File: src/design/lpiw_pkg.sv
// Package: power modes, route positions and sizes for the low-power interconnect
package lpiw_pkg;

  typedef enum logic [2:0] {
    LPIW_MODE_RUN,
    LPIW_MODE_SLEEP,
    LPIW_MODE_LP_RUN,
    LPIW_MODE_LP_SLEEP,
    LPIW_MODE_STOP
  } lpiw_mode_t;

  // Oscillator requester positions
  localparam int REQ_SERIAL  = 0;
  localparam int REQ_LP_SER  = 1;
  localparam int REQ_I2C     = 2;
  localparam int REQ_LPTIM   = 3;
  localparam int NUM_REQ     = 4;

  // Serial receiver positions
  localparam int SER_FULL    = 0;
  localparam int SER_LOW     = 1;
  localparam int NUM_SER     = 2;

  localparam int NUM_TIMERS  = 3;
  localparam int NUM_CLKSRC  = 5;
  localparam int NUM_GPIO    = 8;
  localparam int SYNC_DEPTH  = 3;

endpackage

File: src/design/lpiw_osc_if.sv
// Interface: oscillator request and grant between arbiter and top
`timescale 1ns/100ps
interface lpiw_osc_if #(parameter int N = 4);
  logic [N-1:0] req;
  logic         in_stop;
  logic         osc_en;
  logic [N-1:0] gate;
  modport arb (input req, input in_stop, output osc_en, output gate);
  modport top (output req, output in_stop, input osc_en, input gate);
endinterface

File: src/design/lpiw_osc_arb.sv
// Module: on-demand oscillator arbiter with per-requester clock gating
`timescale 1ns/100ps
module lpiw_osc_arb #(
  parameter int N = lpiw_pkg::NUM_REQ
) (
  // Clock and reset
  input  wire logic clk_sys_i,
  input  wire logic reset_i,
  input  wire logic ce_i,
  // Requests and grants
  lpiw_osc_if.arb   osc
);

  typedef struct packed {
    logic         osc_en;
    logic [N-1:0] gate;
  } lpiw_arb_state_t;

  lpiw_arb_state_t st;
  lpiw_arb_state_t next_st;

  // Refused at elaboration: an arbiter with no requester has nothing to gate
  if (N < 1) begin : g_bad_n
    $error("lpiw_osc_arb: N must be at least 1");
  end

  always_comb begin
    next_st = st;
    // Oscillator runs while any requester holds its line, no software step
    next_st.osc_en = |osc.req;
    // In Stop only the requesters see the clock; outside Stop the clock tree owns it
    next_st.gate   = osc.in_stop ? osc.req : '0;
  end

  always_ff @(posedge clk_sys_i) begin
    if (reset_i) begin
      st <= '0;
    end else if (ce_i) begin
      st <= next_st;
    end
  end

  assign osc.osc_en = st.osc_en;
  assign osc.gate   = st.gate;

endmodule

File: src/design/lpiw_top.sv
// Module: low-power interconnect router with Stop-mode wakeup handling
// Functional notes
// - Timer-to-timer trigger blocked only in Stop
// - RTC wakeup triggers aux timer, not Stop
// - RTC event triggers low-power timer always
// - Clock source to timer channel, not Stop
// - GPIO routes; only low-power timer in Stop
// - Wakeup peripheral request starts oscillator automatically
// - Oscillator clock gated to requester only
// - Oscillator off when request removed
// - Serial start bit in Stop raises wakeup
// - Low serial on crystal, oscillator if crystal not ok; full needs oscillator
// - I2C address match in Stop raises wakeup
// - I2C reception in Stop requests oscillator
`timescale 1ns/100ps
module lpiw_top #(
  parameter int NT = lpiw_pkg::NUM_TIMERS,
  parameter int NC = lpiw_pkg::NUM_CLKSRC,
  parameter int NG = lpiw_pkg::NUM_GPIO
) (
  // Clock, reset, enable
  input  wire logic                 clk_sys_i,
  input  wire logic                 reset_i,
  input  wire logic                 ce_i,
  // Power mode
  input  wire lpiw_pkg::lpiw_mode_t mode_i,
  // Timer trigger sources and selection
  input  wire logic [NT-1:0]        general_timer_trgo_i,
  input  wire logic [$clog2(NT)-1:0] timer_trig_sel_i,
  output logic      [NT-1:0]        general_timer_trig_o,
  // RTC events
  input  wire logic                 auto_wakeup_event_i,
  input  wire logic                 rtc_event_i,
  output logic                      aux_two_channel_timer_trig_o,
  output logic                      low_power_timer_rtc_trig_o,
  // Clock sources for measurement
  input  wire logic [NC-1:0]        clk_src_i,
  input  wire logic [$clog2(NC)-1:0] clk_src_sel_i,
  output logic                      general_timer_meas_o,
  // GPIO routes
  input  wire logic [NG-1:0]        gpio_i,
  output logic      [NG-1:0]        general_timer_gpio_o,
  output logic      [NG-1:0]        low_power_timer_gpio_o,
  output logic                      adc_start_trig_o,
  // Serial and I2C wakeup sources
  input  wire logic [1:0]           serial_rx_i,
  input  wire logic [1:0]           serial_match_i,
  input  wire logic                 low_speed_external_osc_ok_i,
  input  wire logic                 i2c_addr_match_i,
  input  wire logic                 i2c_rx_busy_i,
  input  wire logic                 low_power_timer_osc_req_i,
  output logic      [1:0]           serial_wakeup_o,
  output logic                      i2c_wakeup_o,
  // Oscillator control
  output logic                      high_speed_internal_osc_en_o,
  output logic      [3:0]           high_speed_internal_osc_gate_o
);

  localparam int SD = lpiw_pkg::SYNC_DEPTH;

  // ------------------------------------------------------------
  // Parameter checks
  // ------------------------------------------------------------
  // Timer chaining needs a source other than the destination itself
  if (NT < 2) begin : g_bad_nt
    $error("lpiw_top: at least two timers needed");
  end
  if (NC < 2) begin : g_bad_nc
    $error("lpiw_top: at least two clock sources needed");
  end
  if (NG < 1) begin : g_bad_ng
    $error("lpiw_top: at least one GPIO needed");
  end
  // The settle check reads the last two stages of each chain
  if (SD < 3) begin : g_bad_sd
    $error("lpiw_top: pin chains need three stages");
  end

  // ------------------------------------------------------------
  // Mode decode
  // ------------------------------------------------------------
  function automatic logic is_stop(input lpiw_pkg::lpiw_mode_t m);
    return m == lpiw_pkg::LPIW_MODE_STOP;
  endfunction

  function automatic logic is_active(input lpiw_pkg::lpiw_mode_t m);
    return (m == lpiw_pkg::LPIW_MODE_RUN) || (m == lpiw_pkg::LPIW_MODE_SLEEP) ||
           (m == lpiw_pkg::LPIW_MODE_LP_RUN) || (m == lpiw_pkg::LPIW_MODE_LP_SLEEP);
  endfunction

  // A level counts only once the last two stages agree; a lone stage may still be settling
  function automatic logic settle(input logic late2, input logic late3, input logic held);
    return (late2 == late3) ? late3 : held;
  endfunction

  // ------------------------------------------------------------
  // State
  // ------------------------------------------------------------
  typedef struct packed {
    logic [SD-1:0] rx0_sync;
    logic [SD-1:0] rx1_sync;
    logic [NG-1:0] gpio_lvl;
    logic [1:0]    rx_prev;
    logic [NG-1:0] gpio_s1;
    logic [NG-1:0] gpio_s2;
    logic [NG-1:0] gpio_s3;
    logic [NT-1:0] tim_trig;
    logic          aux_trig;
    logic          lpt_rtc;
    logic          meas;
    logic [NG-1:0] gt_gpio;
    logic [NG-1:0] lpt_gpio;
    logic          adc_trig;
    logic [1:0]    ser_wk;
    logic          i2c_wk;
    logic          full_ser_req;
  } lpiw_state_t;

  lpiw_state_t st;
  lpiw_state_t next_st;

  // ------------------------------------------------------------
  // Oscillator arbiter
  // ------------------------------------------------------------
  lpiw_osc_if #(.N(lpiw_pkg::NUM_REQ)) osc_bus ();

  logic stop_now;
  logic act_now;
  assign stop_now = is_stop(mode_i);
  assign act_now  = is_active(mode_i);

  // Full serial port keeps the oscillator for frame wakeup; low port asks for it on a match only while the crystal is not ok
  assign osc_bus.req[lpiw_pkg::REQ_SERIAL] = st.full_ser_req;
  assign osc_bus.req[lpiw_pkg::REQ_LP_SER] = stop_now & serial_match_i[lpiw_pkg::SER_LOW]
                                             & ~low_speed_external_osc_ok_i;
  // Held for the whole reception, released when busy falls
  assign osc_bus.req[lpiw_pkg::REQ_I2C]    = stop_now & i2c_rx_busy_i;
  assign osc_bus.req[lpiw_pkg::REQ_LPTIM]  = stop_now & low_power_timer_osc_req_i;
  assign osc_bus.in_stop                   = stop_now;

  lpiw_osc_arb #(
    .N (lpiw_pkg::NUM_REQ)
  ) u_arb (
    .clk_sys_i (clk_sys_i),
    .reset_i   (reset_i),
    .ce_i      (ce_i),
    .osc       (osc_bus.arb)
  );

  // ------------------------------------------------------------
  // Next state
  // ------------------------------------------------------------
  logic          rx0_fall;
  logic          rx1_fall;
  logic [NG-1:0] gpio_ok;

  always_comb begin
    next_st = st;
    // Pin inputs: three stages; a change counts when stages two and three agree
    next_st.rx0_sync = {st.rx0_sync[SD-2:0], serial_rx_i[lpiw_pkg::SER_FULL]};
    next_st.rx1_sync = {st.rx1_sync[SD-2:0], serial_rx_i[lpiw_pkg::SER_LOW]};
    next_st.gpio_s1  = gpio_i;
    next_st.gpio_s2  = st.gpio_s1;
    next_st.gpio_s3  = st.gpio_s2;
    // Stable level only where the last two stages agree, else hold previous
    for (int i = 0; i < NG; i++) begin
      gpio_ok[i] = settle(st.gpio_s2[i], st.gpio_s3[i], st.gpio_lvl[i]);
    end
    next_st.gpio_lvl   = gpio_ok;
    next_st.rx_prev[0] = settle(st.rx0_sync[SD-2], st.rx0_sync[SD-1], st.rx_prev[0]);
    next_st.rx_prev[1] = settle(st.rx1_sync[SD-2], st.rx1_sync[SD-1], st.rx_prev[1]);
    rx0_fall = st.rx_prev[0] & ~settle(st.rx0_sync[SD-2], st.rx0_sync[SD-1], st.rx_prev[0]);
    rx1_fall = st.rx_prev[1] & ~settle(st.rx1_sync[SD-2], st.rx1_sync[SD-1], st.rx_prev[1]);

    // Timer chaining: each timer takes the selected other timer's output
    for (int i = 0; i < NT; i++) begin
      next_st.tim_trig[i] = act_now && (int'(timer_trig_sel_i) != i) &&
                            (int'(timer_trig_sel_i) < NT) &&
                            general_timer_trgo_i[timer_trig_sel_i];
    end
    next_st.aux_trig = act_now & auto_wakeup_event_i;
    next_st.lpt_rtc  = (act_now | stop_now) & rtc_event_i;
    // Out-of-range selection reads zero rather than an undefined source
    next_st.meas     = act_now && (int'(clk_src_sel_i) < NC) &&
                       clk_src_i[clk_src_sel_i];
    next_st.gt_gpio  = act_now ? gpio_ok : '0;
    next_st.lpt_gpio = (act_now | stop_now) ? gpio_ok : '0;
    next_st.adc_trig = act_now & gpio_ok[0];

    // Start-bit wakeup, one-cycle pulse per falling edge seen in Stop
    next_st.ser_wk[lpiw_pkg::SER_FULL] = stop_now & rx0_fall;
    next_st.ser_wk[lpiw_pkg::SER_LOW]  = stop_now & rx1_fall;
    next_st.i2c_wk = stop_now & i2c_addr_match_i;
    // Full-port start bit wakes the oscillator; it stays until the frame match is reported or Stop is left
    // A fresh start bit beats a match in the same cycle: the new frame still needs the clock
    if (!stop_now) begin
      next_st.full_ser_req = 1'b0;
    end else if (rx0_fall) begin
      next_st.full_ser_req = 1'b1;
    end else if (serial_match_i[lpiw_pkg::SER_FULL]) begin
      next_st.full_ser_req = 1'b0;
    end
  end

  always_ff @(posedge clk_sys_i) begin
    if (reset_i) begin
      st          <= '0;
      st.rx0_sync <= '1;
      st.rx1_sync <= '1;
      st.rx_prev  <= '1;
    end else if (ce_i) begin
      st <= next_st;
    end
  end

  // ------------------------------------------------------------
  // Outputs
  // ------------------------------------------------------------
  assign general_timer_trig_o           = st.tim_trig;
  assign aux_two_channel_timer_trig_o   = st.aux_trig;
  assign low_power_timer_rtc_trig_o     = st.lpt_rtc;
  assign general_timer_meas_o           = st.meas;
  assign general_timer_gpio_o           = st.gt_gpio;
  assign low_power_timer_gpio_o         = st.lpt_gpio;
  assign adc_start_trig_o               = st.adc_trig;
  assign serial_wakeup_o                = st.ser_wk;
  assign i2c_wakeup_o                   = st.i2c_wk;
  assign high_speed_internal_osc_en_o   = osc_bus.osc_en;
  assign high_speed_internal_osc_gate_o = osc_bus.gate;

endmodule

File: config.mk
export PLATFORM = sky130hd
export DESIGN_NAME = lpiw_top
export DESIGN_NICKNAME = d
export VERILOG_FILES = /design/src/design/lpiw_pkg.sv /design/src/design/lpiw_osc_if.sv /design/src/design/lpiw_osc_arb.sv /design/src/design/lpiw_top.sv
export SDC_FILE = /design/constraint.sdc
export NUM_CORES = 1
export LEC_CHECK = 0
export BUFFER_PORTS_ARGS = -buffer_cell sky130_fd_sc_hd__buf_4
export CORE_ASPECT_RATIO = 1.5
export CORE_MARGIN = 8
export CORE_UTILIZATION = 40
export CTS_BUF_LIST = sky130_fd_sc_hd__clkbuf_8 sky130_fd_sc_hd__clkbuf_16
export CTS_CLUSTER_DIAMETER = 200
export DETAILED_ROUTE_END_ITERATION = 16
export REMOVE_ABC_BUFFERS = 1
export SLEW_MARGIN = 20
export SYNTH_ARGS = -nofsm -noshare
export SYNTH_HDL_FRONTEND = slang
export SYNTH_SLANG_ARGS = --single-unit
export TNS_END_PERCENT = 100
File: constraint.sdc
create_clock -name clk_sys_i -period 1 [get_ports clk_sys_i]
set_input_delay 0.15 -clock clk_sys_i [delete_from_list [all_inputs] [get_ports clk_sys_i]]
set_output_delay 0.15 -clock clk_sys_i [all_outputs]
set_load 0.05 [all_outputs]
==> impl_metrics.yaml, run 1 <==
critical_path:
  worstSetupStartpointType: "flop"
  crit_slowest_cell: "dfxtp_4"
  path_class: "reg -> out"
  crit_fanout: 3
  critPathCaptureType: "output pin"
  cp.depth: 1
  r2r-start: "st[28]$_SDFFE_PP0P_"
  cp.arrival_ns: 0.87
  crit_path_cell_trace: "buf_8"
  critPathLaunch: "general_timer_gpio_o[0]$_SDFFE_PP0P_"
  critPathBufInv: 1
  r2r_slack_ns: 0.01
  crit_family: "flip-flops"
  timing.rr.end: "general_timer_gpio_o[1]$_SDFFE_PP0P_"
  worstPathRequired_ns: 0.85
  critical-path-max-stage-delay_ns: 0.38
  worst-r2r-cell-count: 3
  crit_path_end: "adc_start_trig_o"
logic_synthesis:
  synth_seq_area_share_pct: 50.3
  synth_edf_count: 0
  synthArstFlopShare_pct: 0
  ys_types: 33
  ys.flop_type: "dfxtp_1"
  synth_top_area_cell: "dfxtp_1"
  syn_inst: 287
  synth.area.top_cells: "dfxtp_1 50%, mux2i_1 12%, nor2_1 6.1%, buf_4 5.8%, a21oi_1 3.2%"
  syn-cell-area_mm2: 0.00283
  yosysWarnings: 0
  synth_top_area_share_pct: 50.3
  ys_ff_latch: 71
  synth_area_per_cell_um2: 9.85
run:
  maxCapViolCount: 0
pwr:
  pwr-share-clk_pct: 46.8
  seqPwrFrac_pct: 44.2
  pwr-share-comb_pct: 9.0
  cellPowerDensity_mw_per_mm2: 1610
  leakagePower_nw: 1.79
  power.switching_w: 0.00138
  ir_worst_vdd_v: 0.00116
  p_sw_share_pct: 20.8
  p_int_w: 0.00525
global_routing:
  grt_pass1_wl_um: 10600
  overflow: 0
  grt_pass1_vias: 2188
  antenna_found_initial: 0
  grt_use_total_pct: 13.0
  grt_max_degree: 27
route:
  wl_met1_um: 2870
  dr_wl_met2_um: 3190
  first_iter_violations: 90
  drtPass1Iterations: 4
  finalWirelength_um: 6570
  viasPerCell: 4.98
  route.met3.wl_um: 386
  ant_nets: 0
  wl_per_cell_um: 14.7
  dr_total_vias: 2219
  dr.max_layer_used: "met4"
  drc_errors: 0
floorplan:
  fp.dieH_um: 119
  ios: 68
  start_util_pct: 41.3
  rows: 37
  die_w_um: 84.6
  die_area_mm2: 0.0101
  core_mm2: 0.00685
place:
  port-buffer-count: 67
  dp_slack_ns: -0.206
  globalplace.congestion: 0.752
  dp_hpwl_um: 4590
timing:
  drv_slew: 0
  finalSetupViolations: 3
  hold_viol_final: 0
  rsz0062_at_grt: "yes"
  clock.fmax_mhz: 982
  fin_tns_setup_ns: -0.0428
  worst_pin_slew_ns: 0.297
  max_slew_margin_pct: 80.2
  fin_crit_sh_pct: 102
  worst_slack_ns: -0.0187
  period_minus_slack_ns: 1.02
  skew_ns: 0.00666
cts:
  cts_buffers: 9
  ctsLongestPathBuffers: 2
  cts_tree: "built"
  htree_levels: 3
  path_clk_slew_ns: 0.07
  clock_sinks: 71
  clk_latency_ns: 0.34
  cts_root_buf: "clkbuf_8"
finish:
  syn_to_final_growth_pct: 45.3
  final_layout_size_suffix_gt1_share_pct: 48.4
  final_cell_mix: "67 x buf_4, 46 x nor2_1, 36 x dfxtp_2"
  nets: 400
  final_common_cell: "buf_4"
  diodes: 0
run_status:
  status: "finished with violations"
  violations: "setup timing"
hold_path:
  hold-path-cell-count: 2
  min_from: "serial_rx_i[1]"
  hold_path.class: "in -> reg"
-- cells by family after synthesis --
| kind of cell | share of synthesized area, % |
|---|---|
| AOI/OAI and AO/OA | 12.1 |
| muxes | 12.0 |
| and+or+nand+nor | 14.3 |
| DFF | 50.3 |
| buffers and inverters | 8.37 |
| adders and majority gates | 2.83 |
-- synth_stat cells, types with 2 or more instances --
| library cell | n |
|---|---|
| o21bai_1 | 2 |
| buf_1 | 2 |
| nand3_1 | 6 |
| nand4b_1 | 2 |
| a22oi_1 | 9 |
| nor3b_2 | 2 |
| a21oi_1 | 18 |
| buf_2 | 6 |
| maj3_1 | 8 |
| nor2_1 | 46 |
| buf_4 | 22 |
| nand2b_1 | 3 |
| o21ai_0 | 3 |
| a22o_1 | 8 |
| mux2i_1 | 34 |
| nor2b_1 | 7 |
| clkbuf_1 | 7 |
| a211o_1 | 5 |
| nand3b_1 | 2 |
| dfxtp_1 | 71 |
| nand2_1 | 12 |
-- per-layer routing --
| layer | up-vias | GRT usage [%] |
|---|---|---|
| met5 | - | 0 |
| met4 | 0 | 5.94 |
| met3 | 8 | 4.68 |
| met2 | 59 | 21.0 |
| met1 | 1028 | 15.1 |
| li1 | 1124 | - |
-- worst min-delay path by stage --
stage / slack [ns] / to
global placement: 0.36 / next_st[65]$_SDFFE_PP1P_
detailed placement: 0.36 / next_st[62]$_SDFFE_PP1P_
CTS: 0.004 / next_st[65]$_SDFFE_PP1P_
global route: 0.009 / next_st[62]$_SDFFE_PP1P_
finish: 0.02 / next_st[62]$_SDFFE_PP1P_
floorplan: 0.22 / general_timer_meas_o$_SDFFE_PP0P_
-- power by group through the flow --
stage               Clock [W]  Sequential (W)  Combinational (W)
CTS                   0.00316         0.00293           0.000587
floorplan                   0         0.00303           0.000168
finish                0.00310         0.00293           0.000598
detailed placement          0         0.00299           0.000574
global route          0.00331         0.00293           0.000649
global placement            0         0.00299           0.000568
-- stage by stage --
stage	hold slack [ns]	instance area, um^2	total power, W	util, %	std cells
finish	0.0204	4110	0.00662	59.9	446
detailed placement	0.365	3470	0.00357	50.6	426
global route	0.00892	4110	0.00689	59.9	446
global placement	0.357	3470	0.00356	50.6	426
floorplan	0.219	2600	0.00320	-	250
CTS	0.00382	3980	0.00668	58.0	442
-- flip-flops by register name, indices dropped and copies added (netlist names) --
register and cells:
general_timer_trig_o 3, next_st 20, aux_two_channel_timer_trig_o 1, u_arb.osc.osc_en 1
serial_wakeup_o 2, low_power_timer_rtc_trig_o 1, general_timer_meas_o 1, u_arb.osc.gate 4
st 20, low_power_timer_gpio_o 8, general_timer_gpio_o 8, i2c_wakeup_o 1
osc_bus.req 1
-- cell type report --
cell class	count	area (um^2)
flip-flops and latches	71	1480
inverters	2	7.51
fillers	564	2750
multi-input cells	177	1220
clock buffers	11	151
clock inverters	5	128
repair buffers	102	1020
well taps	78	97.6
-- timing repair --
action | CTS | global route
setup endpoints to repair | 56 | 47
pin swaps | 0 | 12
resized for setup | 86 | 30
hold endpoints to repair | 0 | 1
setup buffers | 0 | 3
hold buffers | 0 | 1
No activity file was read; power rests on OpenSTA's default activity.
==> run 2, diff against run 1 <==
--- a/config.mk
+++ b/config.mk
@@ -13,4 +13,5 @@
 export CTS_CLUSTER_DIAMETER = 200
 export DETAILED_ROUTE_END_ITERATION = 16
+export PLACE_DENSITY_LB_ADDON = 0.08
 export REMOVE_ABC_BUFFERS = 1
 export SLEW_MARGIN = 20
==> constraint.sdc (replaced) <==
create_clock -name clk_sys_i -period 1 [get_ports clk_sys_i]
set_input_delay 0.2 -clock clk_sys_i [delete_from_list [all_inputs] [get_ports clk_sys_i]]
set_output_delay 0.2 -clock clk_sys_i [all_outputs]
set_load 0.05 [all_outputs]
==> impl_metrics.yaml, run 2 (synthesis gave the netlist of run 1 again) <==
critical_path:
  crit_family: "flip-flops"
  critical-path-max-stage-delay_ns: 0.38
  worstPathRequired_ns: 0.80
  r2r_slack_ns: 0.02
  critPathBufInv: 1
  cp.arrival_ns: 0.85
  path_class: "reg -> out"
  crit_slowest_cell: "dfxtp_4"
  crit_path_cell_trace: "buf_8"
  crit_fanout: 3
  worstSetupStartpointType: "flop"
  critPathCaptureType: "output pin"
global_routing:
  antenna_found_initial: 0
  met1_usage_pct: 16.2
  grt_max_degree: 26
  gr-usage-met3_pct: 4.47
  overflow: 0
  grt_use_total_pct: 13.6
  grt-busiest-layer: "met2"
  grt_pass1_wl_um: 11200
  grt_pass1_vias: 2281
  grt_use_met2_pct: 21.8
pwr:
  cellPowerDensity_mw_per_mm2: 1370
  pwr-share-comb_pct: 11.3
  leakagePower_nw: 1.78
  p_int_w: 0.00429
  power.switching_w: 0.00129
  seqPwrFrac_pct: 52.5
  pwr-share-clk_pct: 36.2
  finalPower_w: 0.00558
  ir_worst_vdd_v: 0.000706
  p_sw_share_pct: 23.1
timing:
  skew_ns: 0.00563
  clock.fmax_mhz: 948
  drv_slew: 0
  hold_viol_final: 0
  finalSetupViolations: 31
  worst_pin_slew_ns: 0.298
  max_slew_margin_pct: 79.9
  worst_slack_ns: -0.0550
  rsz0062_at_grt: "yes"
  period_minus_slack_ns: 1.05
  holdWs_ns: 0.0689
  fin_crit_sh_pct: 105
  fin_tns_setup_ns: -0.923
route:
  first_iter_violations: 112
  finalWirelength_um: 6640
  drc_errors: 0
  dr_total_vias: 2222
  wl_per_cell_um: 14.9
  viasPerCell: 4.98
  ant_nets: 0
  drtPass1Iterations: 4
cts:
  cts_root_buf: "clkbuf_8"
  cts_tree: "built"
  htree_levels: 3
  cts_buffers: 9
  clock_sinks: 71
  clk_latency_ns: 0.33
  path_clk_slew_ns: 0.07
  ctsLongestPathBuffers: 2
finish:
  seq_area_mm2: 0.00147
  syn_to_final_growth_pct: 43.7
  final_common_cell: "buf_4"
  diodes: 0
  fillers: 612
  final_cell_mix: "67 x buf_4, 46 x nor2_1, 35 x dfxtp_2"
  multiInputGateArea_mm2: 0.00121
  nets: 403
  final_layout_size_suffix_gt1_share_pct: 47.3
  final_area_mm2: 0.00406
run_status:
  status: "finished with violations"
  violations: "setup timing"
floorplan:
  fp.dieH_um: 119
  ios: 68
  die_area_mm2: 0.0101
  start_util_pct: 41.3
  core_mm2: 0.00685
  rows: 37
  die_w_um: 84.6
hold_path:
  hold_path.class: "in -> reg"
place:
  placed_cell_area_mm2: 0.00353
  globalplace.congestion: 0.773
  dp_hpwl_um: 4780
  port-buffer-count: 67
  dp_slack_ns: -0.256
run:
  maxCapViolCount: 0
[run 2: final cells by class]
| class | count | area share [%] |
|---|---|---|
| Clock inverter | 1 | 0.123 |
| Tap cell | 78 | 2.40 |
| Sequential cell | 71 | 36.2 |
| Multi-Input combinational cell | 177 | 29.7 |
| Timing Repair Buffer | 105 | 27.3 |
| Inverter | 2 | 0.185 |
| Clock buffer | 12 | 4.07 |
[run 2: path summary, 6_finish.rpt]
| check | depth (start not counted) | from | end |
|---|---|---|---|
| setup / recovery | 1 | general_timer_gpio_o[0]$_SDFFE_PP0P_ | general_timer_gpio_o[0] |
| hold reg to reg | 1 | next_st[62]$_SDFFE_PP1P_ | next_st[63]$_SDFFE_PP1P_ |
| setup reg to reg | 2 | st[29]$_SDFFE_PP0P_ | low_power_timer_gpio_o[2]$_SDFFE_PP0P_ |
| hold / removal | 2 | serial_rx_i[1] | next_st[62]$_SDFFE_PP1P_ |
[run 2: layer usage]
metal / wire (um) / vias to the layer above
li1: - / 1125
met1: 2940 / 1036
met2: 3220 / 55
met3: 393 / 6
met4: 86 / 0
met5: 0 / -
[run 2: timing repair]
item | CTS | global route
hold buffers | 0 | 0
setup buffers | 1 | 5
pin swaps | 0 | 11
resized for setup | 101 | 14
endpoints found under the setup margin | 55 | 50
[run 2: power groups by stage]
stage	combinational [W]	clock [W]	sequential [W]
floorplan	0.000168	0	0.00303
global route	0.000685	0.00223	0.00294
CTS	0.000627	0.00209	0.00293
detailed placement	0.000606	0	0.00299
finish	0.000631	0.00202	0.00293
global placement	0.000602	0	0.00299
[run 2: stage by stage]
stage,instances,util (%)
after global routing,446,59.3
after floorplan,250,-
final,446,59.3
after global placement,427,51.5
after detailed placement,427,51.5
after CTS,441,58.2
